File: src/core/pmc_pkg.sv
package pmc_pkg;

  localparam int NPRM = 17;
  localparam int SLOT_W = 5;

  localparam logic [7:0] CMD_CLEAR_FAULTS = 8'h03;
  localparam logic [7:0] CMD_STORE_ALL = 8'h11;
  localparam logic [7:0] CMD_RESTORE_ALL = 8'h12;
  localparam logic [7:0] CMD_VOUT_FORMAT = 8'h20;
  localparam logic [15:0] VOUT_FORMAT_VAL = 16'h0014;
  localparam logic [15:0] UNMAPPED_VAL = 16'hffff;

  localparam int SL_OPER = 0;
  localparam int SL_ONOFF = 1;
  localparam int SL_VOUT = 2;
  localparam int SL_FREQ = 3;
  localparam int SL_OVF = 4;
  localparam int SL_OVRSP = 5;
  localparam int SL_OVW = 6;
  localparam int SL_OCF = 7;
  localparam int SL_OCRSP = 8;
  localparam int SL_OCW = 9;
  localparam int SL_OTF = 10;
  localparam int SL_OTRSP = 11;
  localparam int SL_OTW = 12;
  localparam int SL_VINOV = 13;
  localparam int SL_PGON = 14;
  localparam int SL_PGOFF = 15;
  localparam int SL_TON = 16;

  // Slot order matches the SL_ constants above.
  localparam logic [7:0] PRM_CODE [NPRM] = '{8'h01, 8'h02, 8'h21, 8'h33, 8'h40, 8'h41,
    8'h42, 8'h46, 8'h47, 8'h4a, 8'h4f, 8'h50, 8'h51, 8'h55, 8'h5e, 8'h5f, 8'h60};
  localparam logic PRM_WORD [NPRM] = '{1'b0, 1'b0, 1'b1, 1'b1, 1'b1, 1'b0, 1'b1, 1'b1,
    1'b0, 1'b1, 1'b1, 1'b0, 1'b1, 1'b1, 1'b1, 1'b1, 1'b1};
  localparam logic [15:0] PRM_DEF [NPRM] = '{16'h0080, 16'h001d, 16'hc000, 16'hf208,
    16'hf000, 16'h00b8, 16'hf000, 16'he3c0, 16'h00f8, 16'he320, 16'hf1f4, 16'h00b8,
    16'hf1cc, 16'heb70, 16'hb000, 16'h9000, 16'hf814};
  // Limits are whole coded words; a wrong exponent field falls outside them.
  localparam logic [15:0] PRM_MIN [NPRM] = '{16'h0000, 16'h0000, 16'h999a, 16'hf1e0,
    16'hb000, 16'h0000, 16'hb000, 16'he1e0, 16'h0000, 16'he1e0, 16'hf064, 16'h0000,
    16'hf064, 16'he980, 16'h819a, 16'h819a, 16'hf80a};
  localparam logic [15:0] PRM_MAX [NPRM] = '{16'h00ff, 16'h00ff, 16'hd333, 16'hf230,
    16'hffff, 16'h00ff, 16'hffff, 16'he3ff, 16'h00ff, 16'he3ff, 16'hf230, 16'h00ff,
    16'hf1f4, 16'heb70, 16'hd333, 16'hd333, 16'hfbe8};
  localparam logic [15:0] ONOFF_POS_DEF = 16'h001f;
  localparam logic [15:0] PG_MARGIN = 16'h199a;

  localparam int OPER_ON_BIT = 7;
  localparam int ONOFF_GATED_BIT = 4;
  localparam int ONOFF_CMD_BIT = 3;
  localparam int ONOFF_PIN_BIT = 2;
  localparam int ONOFF_POL_BIT = 1;

  typedef logic [15:0] pmc_prm_t [NPRM];

  typedef struct packed {
    logic vin_ov;
    logic temp_over;
    logic iout_oc;
    logic vout_ov;
  } pmc_fault_t;

  typedef struct packed {
    logic comm;
    pmc_fault_t flt;
  } pmc_status_t;

  typedef enum logic [2:0] {ST_IDLE, ST_ADDR, ST_CMD, ST_WDATA, ST_RDATA, ST_SKIP} pmc_state_t;

endpackage

File: src/core/pmc_cmd_slave.sv
`timescale 1ns/100ps
module pmc_cmd_slave #(
  parameter bit POS_LOGIC_PART = 1'b0
) (
  input wire logic ref_clk_i,
  input wire logic rstn_i,
  input wire logic [6:0] bus_addr_i,
  input wire logic scl_i,
  input wire logic sda_i,
  output logic sda_o,
  output logic sda_oe_n_o,
  input wire logic onoff_pin_i,
  input wire logic [15:0] vout_meas_i,
  input wire pmc_pkg::pmc_fault_t fault_evt_i,
  output pmc_pkg::pmc_status_t fault_status_o,
  output logic out_enable_o,
  output logic power_good_o,
  output logic [15:0] vout_setpoint_o
);
  import pmc_pkg::*;

  // ----------------------------------------------------------------------
  // Decoding helpers
  // ----------------------------------------------------------------------
  // Returns {hit, slot} for a stored parameter code.
  function automatic logic [SLOT_W:0] slot_of(input logic [7:0] code);
    logic [SLOT_W:0] res;
    res = '0;
    for (int i = 0; i < NPRM; i++) begin
      if (PRM_CODE[i] == code) begin
        res = {1'b1, SLOT_W'(i)};
      end
    end
    return res;
  endfunction

  // Checks every limit and every ordering between limits on a candidate set.
  function automatic logic set_ok(input pmc_prm_t p);
    logic ok;
    ok = 1'b1;
    for (int i = 0; i < NPRM; i++) begin
      if (p[i] < PRM_MIN[i] || p[i] > PRM_MAX[i]) begin
        ok = 1'b0;
      end
    end
    if (p[SL_OVF] <= p[SL_VOUT] || p[SL_OVF] <= p[SL_OVW]) begin
      ok = 1'b0;
    end
    if (p[SL_OCF] <= p[SL_OCW]) begin
      ok = 1'b0;
    end
    if (p[SL_OTF] <= p[SL_OTW]) begin
      ok = 1'b0;
    end
    if ({1'b0, p[SL_PGON]} < {1'b0, p[SL_PGOFF]} + {1'b0, PG_MARGIN}) begin
      ok = 1'b0;
    end
    return ok;
  endfunction

  // ----------------------------------------------------------------------
  // Pin synchronisers and link state
  // ----------------------------------------------------------------------
  logic [2:0] scl_sync_reg, scl_sync_next;
  logic [2:0] sda_sync_reg, sda_sync_next;
  logic [2:0] pin_sync_reg, pin_sync_next;
  logic scl_f_reg, scl_f_next;
  logic sda_f_reg, sda_f_next;
  logic pin_f_reg, pin_f_next;
  logic [6:0] addr_reg, addr_next;
  logic addr_ld_reg, addr_ld_next;
  pmc_state_t state_reg, state_next;
  logic [3:0] bitcnt_reg, bitcnt_next;
  logic [7:0] shift_reg, shift_next;
  logic [7:0] cmd_reg, cmd_next;
  logic [1:0] wcnt_reg, wcnt_next;
  logic [15:0] wdata_reg, wdata_next;
  logic [15:0] rdat_reg, rdat_next;
  logic [1:0] rbi_reg, rbi_next;
  logic mack_reg, mack_next;
  logic drive_low_reg, drive_low_next;
  logic exec_go;
  logic rd_miss;

  logic scl_rise, scl_fall, bus_start, bus_stop;
  logic [7:0] tx_byte;
  logic [SLOT_W:0] rd_slot;

  pmc_prm_t prm_reg, prm_next;

  assign scl_rise = scl_f_next & ~scl_f_reg;
  assign scl_fall = ~scl_f_next & scl_f_reg;
  assign bus_start = scl_f_reg & scl_f_next & sda_f_reg & ~sda_f_next;
  assign bus_stop = scl_f_reg & scl_f_next & ~sda_f_reg & sda_f_next;
  assign tx_byte = (rbi_reg == 2'd0) ? rdat_reg[7:0] :
                   (rbi_reg == 2'd1) ? rdat_reg[15:8] : 8'hff;
  assign rd_slot = slot_of(cmd_reg);

  always_comb begin
    scl_sync_next = {scl_sync_reg[1:0], scl_i};
    sda_sync_next = {sda_sync_reg[1:0], sda_i};
    pin_sync_next = {pin_sync_reg[1:0], onoff_pin_i};
    // A change counts once the second and third stages agree.
    scl_f_next = (scl_sync_reg[1] == scl_sync_reg[2]) ? scl_sync_reg[2] : scl_f_reg;
    sda_f_next = (sda_sync_reg[1] == sda_sync_reg[2]) ? sda_sync_reg[2] : sda_f_reg;
    pin_f_next = (pin_sync_reg[1] == pin_sync_reg[2]) ? pin_sync_reg[2] : pin_f_reg;
    addr_ld_next = 1'b1;
    addr_next = addr_ld_reg ? addr_reg : bus_addr_i;
    state_next = state_reg;
    bitcnt_next = bitcnt_reg;
    shift_next = shift_reg;
    cmd_next = cmd_reg;
    wcnt_next = wcnt_reg;
    wdata_next = wdata_reg;
    rdat_next = rdat_reg;
    rbi_next = rbi_reg;
    mack_next = mack_reg;
    drive_low_next = drive_low_reg;
    exec_go = 1'b0;
    rd_miss = 1'b0;
    if (bus_start) begin
      // Also a repeated start: a pending write is dropped, not executed.
      state_next = ST_ADDR;
      bitcnt_next = 4'd0;
      rbi_next = 2'd0;
      drive_low_next = 1'b0;
    end else if (bus_stop) begin
      exec_go = (state_reg == ST_WDATA);
      state_next = ST_IDLE;
      drive_low_next = 1'b0;
    end else if (state_reg != ST_IDLE && state_reg != ST_SKIP) begin
      if (scl_rise) begin
        if (bitcnt_reg < 4'd8) begin
          shift_next = {shift_reg[6:0], sda_f_reg};
          bitcnt_next = bitcnt_reg + 4'd1;
        end else begin
          bitcnt_next = 4'd9;
          mack_next = ~sda_f_reg;
        end
      end else if (scl_fall) begin
        if (bitcnt_reg == 4'd8) begin
          drive_low_next = 1'b1;
          unique case (state_reg)
            ST_ADDR: begin
              if (shift_reg[7:1] == addr_reg) begin
                if (shift_reg[0]) begin
                  state_next = ST_RDATA;
                  mack_next = 1'b1;
                  if (cmd_reg == CMD_VOUT_FORMAT) begin
                    rdat_next = VOUT_FORMAT_VAL;
                  end else if (rd_slot[SLOT_W]) begin
                    rdat_next = prm_reg[rd_slot[SLOT_W-1:0]];
                  end else begin
                    rdat_next = UNMAPPED_VAL;
                    rd_miss = 1'b1;
                  end
                end else begin
                  state_next = ST_CMD;
                end
              end else begin
                state_next = ST_SKIP;
                drive_low_next = 1'b0;
              end
            end
            ST_CMD: begin
              cmd_next = shift_reg;
              wcnt_next = 2'd0;
              state_next = ST_WDATA;
            end
            ST_WDATA: begin
              if (wcnt_reg == 2'd0) begin
                wdata_next[7:0] = shift_reg;
              end else begin
                wdata_next[15:8] = shift_reg;
              end
              if (wcnt_reg != 2'd3) begin
                wcnt_next = wcnt_reg + 2'd1;
              end
            end
            ST_RDATA: begin
              // The master owns the acknowledge bit of a read byte.
              drive_low_next = 1'b0;
              rbi_next = (rbi_reg == 2'd2) ? rbi_reg : rbi_reg + 2'd1;
            end
            default: begin
              drive_low_next = 1'b0;
            end
          endcase
        end else if (bitcnt_reg == 4'd9) begin
          bitcnt_next = 4'd0;
          drive_low_next = 1'b0;
          if (state_reg == ST_RDATA) begin
            if (mack_reg) begin
              drive_low_next = ~tx_byte[7];
            end else begin
              state_next = ST_SKIP;
            end
          end
        end else if (state_reg == ST_RDATA) begin
          drive_low_next = ~tx_byte[3'd7 - bitcnt_reg[2:0]];
        end
      end
    end
  end

  always_ff @(posedge ref_clk_i or negedge rstn_i) begin
    if (!rstn_i) begin
      scl_sync_reg <= 3'h7;
      sda_sync_reg <= 3'h7;
      pin_sync_reg <= 3'h0;
      scl_f_reg <= 1'b1;
      sda_f_reg <= 1'b1;
      pin_f_reg <= 1'b0;
      addr_reg <= 7'h00;
      addr_ld_reg <= 1'b0;
      state_reg <= ST_IDLE;
      bitcnt_reg <= 4'h0;
      shift_reg <= 8'h00;
      cmd_reg <= 8'h00;
      wcnt_reg <= 2'h0;
      wdata_reg <= 16'h0000;
      rdat_reg <= 16'h0000;
      rbi_reg <= 2'h0;
      mack_reg <= 1'b0;
      drive_low_reg <= 1'b0;
    end else begin
      scl_sync_reg <= scl_sync_next;
      sda_sync_reg <= sda_sync_next;
      pin_sync_reg <= pin_sync_next;
      scl_f_reg <= scl_f_next;
      sda_f_reg <= sda_f_next;
      pin_f_reg <= pin_f_next;
      addr_reg <= addr_next;
      addr_ld_reg <= addr_ld_next;
      state_reg <= state_next;
      bitcnt_reg <= bitcnt_next;
      shift_reg <= shift_next;
      cmd_reg <= cmd_next;
      wcnt_reg <= wcnt_next;
      wdata_reg <= wdata_next;
      rdat_reg <= rdat_next;
      rbi_reg <= rbi_next;
      mack_reg <= mack_next;
      drive_low_reg <= drive_low_next;
    end
  end

  assign sda_o = 1'b0;
  assign sda_oe_n_o = ~drive_low_reg;

  // ----------------------------------------------------------------------
  // Parameter store, command execution and converter control
  // ----------------------------------------------------------------------
  // The nonvolatile copy is modelled by registers that start at the defaults.
  pmc_prm_t nvm_reg, nvm_next;
  pmc_status_t status_reg, status_next;
  logic pg_reg, pg_next;
  logic on_reg, on_next;
  logic [SLOT_W:0] wr_slot;
  logic [4:0] evt_bits;

  assign wr_slot = slot_of(cmd_reg);

  always_comb begin
    pmc_prm_t cand;
    logic bad_cmd;
    logic clr;
    logic pin_on;
    cand = prm_reg;
    pin_on = 1'b0;
    bad_cmd = rd_miss;
    clr = 1'b0;
    prm_next = prm_reg;
    nvm_next = nvm_reg;
    if (exec_go) begin
      if (wcnt_reg == 2'd0) begin
        if (cmd_reg == CMD_CLEAR_FAULTS) begin
          clr = 1'b1;
        end else if (cmd_reg == CMD_STORE_ALL) begin
          nvm_next = prm_reg;
        end else if (cmd_reg == CMD_RESTORE_ALL) begin
          prm_next = nvm_reg;
        end else begin
          bad_cmd = 1'b1;
        end
      end else if (wr_slot[SLOT_W] && wcnt_reg == (PRM_WORD[wr_slot[SLOT_W-1:0]] ? 2'd2 : 2'd1)) begin
        cand[wr_slot[SLOT_W-1:0]] = PRM_WORD[wr_slot[SLOT_W-1:0]] ?
          wdata_reg : {8'h00, wdata_reg[7:0]};
        if (set_ok(cand)) begin
          prm_next = cand;
        end else begin
          bad_cmd = 1'b1;
        end
      end else begin
        bad_cmd = 1'b1;
      end
    end
    // A fault arriving with the clear command stays set.
    evt_bits = {bad_cmd, fault_evt_i};
    status_next = pmc_status_t'((clr ? 5'h00 : 5'(status_reg)) | evt_bits);
    // Hysteresis between the two power-good levels.
    pg_next = pg_reg ? (vout_meas_i >= prm_reg[SL_PGOFF])
                     : (vout_meas_i >= prm_reg[SL_PGON]);
    pin_on = prm_reg[SL_ONOFF][ONOFF_POL_BIT] ? pin_f_reg : ~pin_f_reg;
    on_next = ~prm_reg[SL_ONOFF][ONOFF_GATED_BIT] |
              ((~prm_reg[SL_ONOFF][ONOFF_CMD_BIT] | prm_reg[SL_OPER][OPER_ON_BIT]) &
               (~prm_reg[SL_ONOFF][ONOFF_PIN_BIT] | pin_on));
  end

  always_ff @(posedge ref_clk_i or negedge rstn_i) begin
    if (!rstn_i) begin
      for (int i = 0; i < NPRM; i++) begin
        prm_reg[i] <= (i == SL_ONOFF && POS_LOGIC_PART) ? ONOFF_POS_DEF : PRM_DEF[i];
        nvm_reg[i] <= (i == SL_ONOFF && POS_LOGIC_PART) ? ONOFF_POS_DEF : PRM_DEF[i];
      end
      status_reg <= '0;
      pg_reg <= 1'b0;
      on_reg <= 1'b0;
    end else begin
      prm_reg <= prm_next;
      nvm_reg <= nvm_next;
      status_reg <= status_next;
      pg_reg <= pg_next;
      on_reg <= on_next;
    end
  end

  assign fault_status_o = status_reg;
  assign power_good_o = pg_reg;
  assign out_enable_o = on_reg;
  assign vout_setpoint_o = prm_reg[SL_VOUT];

endmodule // pmc_cmd_slave

File: config.mk
export PLATFORM = sky130hd
export DESIGN_NAME = pmc_cmd_slave
export DESIGN_NICKNAME = d
export VERILOG_FILES = /design/src/core/pmc_pkg.sv /design/src/core/pmc_cmd_slave.sv
export SDC_FILE = /design/constraint.sdc
export NUM_CORES = 2
export LEC_CHECK = 0
export BUFFER_PORTS_ARGS = -buffer_cell sky130_fd_sc_hd__buf_2
export CORE_ASPECT_RATIO = 0.6
export CORE_MARGIN = 2
export CORE_UTILIZATION = 50
export CTS_CLUSTER_SIZE = 40
export DETAILED_ROUTE_END_ITERATION = 10
export PLACE_DENSITY = 0.66
export SYNTH_ARGS = -nofsm -noshare
export SYNTH_HDL_FRONTEND = slang
export SYNTH_SLANG_ARGS = --single-unit
export TNS_END_PERCENT = 30
File: constraint.sdc
create_clock -name ref_clk_i -period 10.4 [get_ports ref_clk_i]
set_clock_uncertainty 0.05 [all_clocks]
set_input_delay 0 -clock ref_clk_i [delete_from_list [all_inputs] [get_ports ref_clk_i]]
set_output_delay 0 -clock ref_clk_i [all_outputs]
set_load 0.01 [all_outputs]
==> load_flow_metrics.sql <==
INSERT INTO impl_metrics (metric_group, metric, value, unit) VALUES
('run_status', 'status', 'complete, but fails checks', ''),
('run_status', 'failed_checks', 'negative hold slack', ''),
('clocking', 'numCtsBuffers', '60', ''),
('critical_path', 'critical_path.endpoint_type', 'register', ''),
('drt', 'wl_met3', '21.85', 'mm'),
('clocking', 'postCtsSetupRepairBufs', '0', ''),
('synthesis', 'synthMostInstantiatedCell', 'dfrtp_1', ''),
('floorplanning', 'io_pins', '57', ''),
('synthesis', 'synth_top_cells_by_count', '450 x dfrtp_1, 449 x nand2_1, 343 x mux2_2', ''),
('min_path', 'worstHoldPathType', 'in -> async', ''),
('drt', 'drc', '0', ''),
('floorplanning', 'die-height', '216.9', 'µm'),
('layout', 'design.final.nets', '4026', ''),
('grt', 'grt_pass1_vias', '31740', ''),
('synthesis', 'postSynthCellCount', '3952', ''),
('pwr', 'seq_power_share', '0.485', ''),
('pwr', 'worst_ir_drop_vdd', '0.1276', 'mV'),
('floorplanning', 'initial_utilization', '0.5026', ''),
('drt', 'drt_pre_antenna_iters', '7', ''),
('synthesis', 'synth_fp_nets', '4108', ''),
('synthesis', 'netlist-cell-type-count', '93', ''),
('grt', 'track_usage', '0.3705', ''),
('clocking', 'clock_sink_count', '632', ''),
('timing', 'final.min_clock_period', '9858', 'ps'),
('drt', 'wl_met1', '63.76', 'mm'),
('grt', 'number_of_antenna_violations_at_the_first_check_in_global_routing', '11', ''),
('placed_design', 'io_buffer_count', '55', ''),
('drt', 'vias', '33830', ''),
('pwr', 'comb_power_share', '0.030', ''),
('drt', 'post_drt_wl_per_cell', '29.70', 'µm'),
('synthesis', 'synth_top_area_share', '0.2982', ''),
('critical_path', 'critPathLaunchType', 'register', ''),
('synthesis', 'synthesis.area', '0.03777', 'mm²'),
('layout', 'final_design_utilization', '0.5504', ''),
('critical_path', 'worst_ep_arrival_time', '10360', 'ps'),
('timing', 'fin_setup_tns', '0', 'ps'),
('synthesis', 'yosys-top-cells-area', 'dfrtp_1 30%, dfstp_2 13%, mux2_2 10%', ''),
('timing', 'slew_headroom', '0.09813', ''),
('synthesis', 'synth-async-reset-ratio', '1.000', ''),
('critical_path', 'worstSetupPathType', 'reg -> reg', ''),
('layout', 'flow.area_growth_from_synthesis', '9.515', '%'),
('grt', 'largest_net_degree_at_the_start_of_global_routing', '154', ''),
('clocking', 'cts_tree', 'done', ''),
('drt', 'routed.top_layer', 'met5', ''),
('drt', 'wire_length_after_detailed_routing', '146.2', 'mm'),
('clocking', 'clock_latency_on_the_worst_skew_pair', '670', 'ps'),
('timing', 'hold_ws', '-28.35', 'ps'),
('pwr', 'switching_power', '1.200', 'mW'),
('synthesis', 'synth_flop_cell', 'dfrtp_1', ''),
('grt', 'global_route_wire_length_before_repair', '217.2', 'mm'),
('placed_design', 'dpl-instance-area', '0.03889', 'mm²'),
('drt', 'detail_route.iter0.violations', '5253', ''),
('critical_path', 'cp_max_fo', '42', ''),
('clocking', 'cts_hold_buffers', '23', ''),
('placed_design', 'dp.final_hpwl', '102.0', 'mm'),
('pwr', 'power_report.internal_total', '4.022', 'mW'),
('drt', 'via_density', '6.872', ''),
('timing', 'grt_setup_unrepaired', 'no', ''),
('critical_path', 'crit_required', '10910', 'ps'),
('grt', 'grt_overflow_total', '0', ''),
('floorplanning', 'die-width', '358.8', 'µm'),
('timing', 'final.period_utilization', '0.9479', ''),
('synthesis', 'synth-edff-count', '0', ''),
('synthesis', 'synth_seq_cells', '632', ''),
('floorplanning', 'floorplan.rows', '78', ''),
('drt', 'route.antenna.remaining_nets', '0', ''),
('pwr', 'power.density_cell_area', '126.3', 'mW/mm²'),
('run', 'count_of_max_cap_constraint_violations', '0', ''),
('layout', 'largest_register_ff_count', '272', ''),
('timing', 'final-max-slew-violation-count', '0', ''),
('timing', 'timing_hold_violations_final', '19', '');
-- path summary, 6_finish.rpt --
check | from | end | slack [ps]
hold / removal | rstn_i | wdata_reg[7] | -30
min in group ref_clk_i | fault_evt_i[3] | fault_status_o[3] | 20
setup / recovery | cmd_reg[4] | prm_reg[202] | 540
setup reg to reg | cmd_reg[4] | prm_reg[202] | 540
hold reg to reg | pin_sync_reg[0] | pin_sync_reg[1] | 300
max in group asynchronous | rstn_i | nvm_reg[257] | 8060
-- layer usage --
| metal | global-route usage | up-vias |
|---|---|---|
| met2 | 0.4902 | 2227 |
| met1 | 0.5524 | 16850 |
| met5 | 0 | - |
| li1 | - | 14440 |
| met3 | 0.1443 | 301 |
| met4 | 0.1046 | 10 |
-- cell type report --
cell class                      instances  area, µm²  share of cell area
Multi-Input combinational cell       2864      19990              0.4832
Sequential cell                       632      16040              0.3879
Clock buffer                           84       1754             0.04241
Timing Repair Buffer                  186       1364             0.03297
Tap cell                             1000       1251             0.03025
Clock inverter                         30      483.0             0.01168
Inverter                              126      478.0             0.01156
Antenna cell                            1      2.502          0.00006050
-- kinds of logic (layout without fill, tap and decap cells) --
kind of cell / after synthesis / after routing / share of synthesized area
xor+xnor: 30 / 30 / 0.006957
buf+inv: 456 / 426 / 0.04837
other cells: 2 / 3 / 0.0001988
compound gates: 1069 / 1069 / 0.1969
mux: 431 / 431 / 0.1317
fa+ha+maj: 127 / 127 / 0.04188
simple gates: 1205 / 1205 / 0.1492
flops: 632 / 632 / 0.4248
-- placed cells by master, fill, tap and decap left out, drive strengths merged, types with 40 or more instances in the layout --
| cell | n |
|---|---|
| dfrtp | 450 |
| nand2 | 449 |
| mux2 | 348 |
| nor2 | 285 |
| o21ai | 209 |
| a21oi | 207 |
| dfstp | 182 |
| buf | 163 |
| inv | 129 |
| ha | 124 |
| nand3 | 96 |
| clkbuf | 84 |
| o22ai | 70 |
| nor3 | 69 |
| mux2i | 65 |
| o211ai | 61 |
| a211oi | 56 |
| and3 | 56 |
| o221ai | 54 |
| a21o | 51 |
| nand4 | 48 |
| o221a | 48 |
| or3 | 40 |
-- worst max-delay path, cell delays in order (launching register included) --
cell	delay (ps)
dfrtp_1	620
or4b_2	810
nor3_1	210
o211a_1	190
o31a_2	220
ha_1	190
inv_1	120
and4_1	210
or4_1	620
o211ai_1	1030
nor2_1	180
a21oi_1	280
ha_1	310
nand4_1	130
nor4_1	100
nor3_1	340
nand4b_1	130
or4_1	530
or4_1	530
nor4_1	330
nand4_1	160
or4b_2	1120
a21o_2	780
a221o_1	530
-- metrics by stage --
stage	instances	worst slack, ps
final	4923	541.7
after global placement	4785	1029
after CTS	4922	819.4
after detailed placement	4785	845.7
after global routing	4923	228.8
after floorplan	3952	1802
-- power by group through the flow --
stage	clock network [mW]	logic [mW]	registers (mW)
after floorplan	0	0.0814	2.55
after global placement	0	0.147	2.57
after detailed placement	0	0.149	2.58
after CTS	2.55	0.158	2.53
after global routing	2.66	0.180	2.54
final	2.53	0.155	2.53
Power figures use the tool's default switching activity.
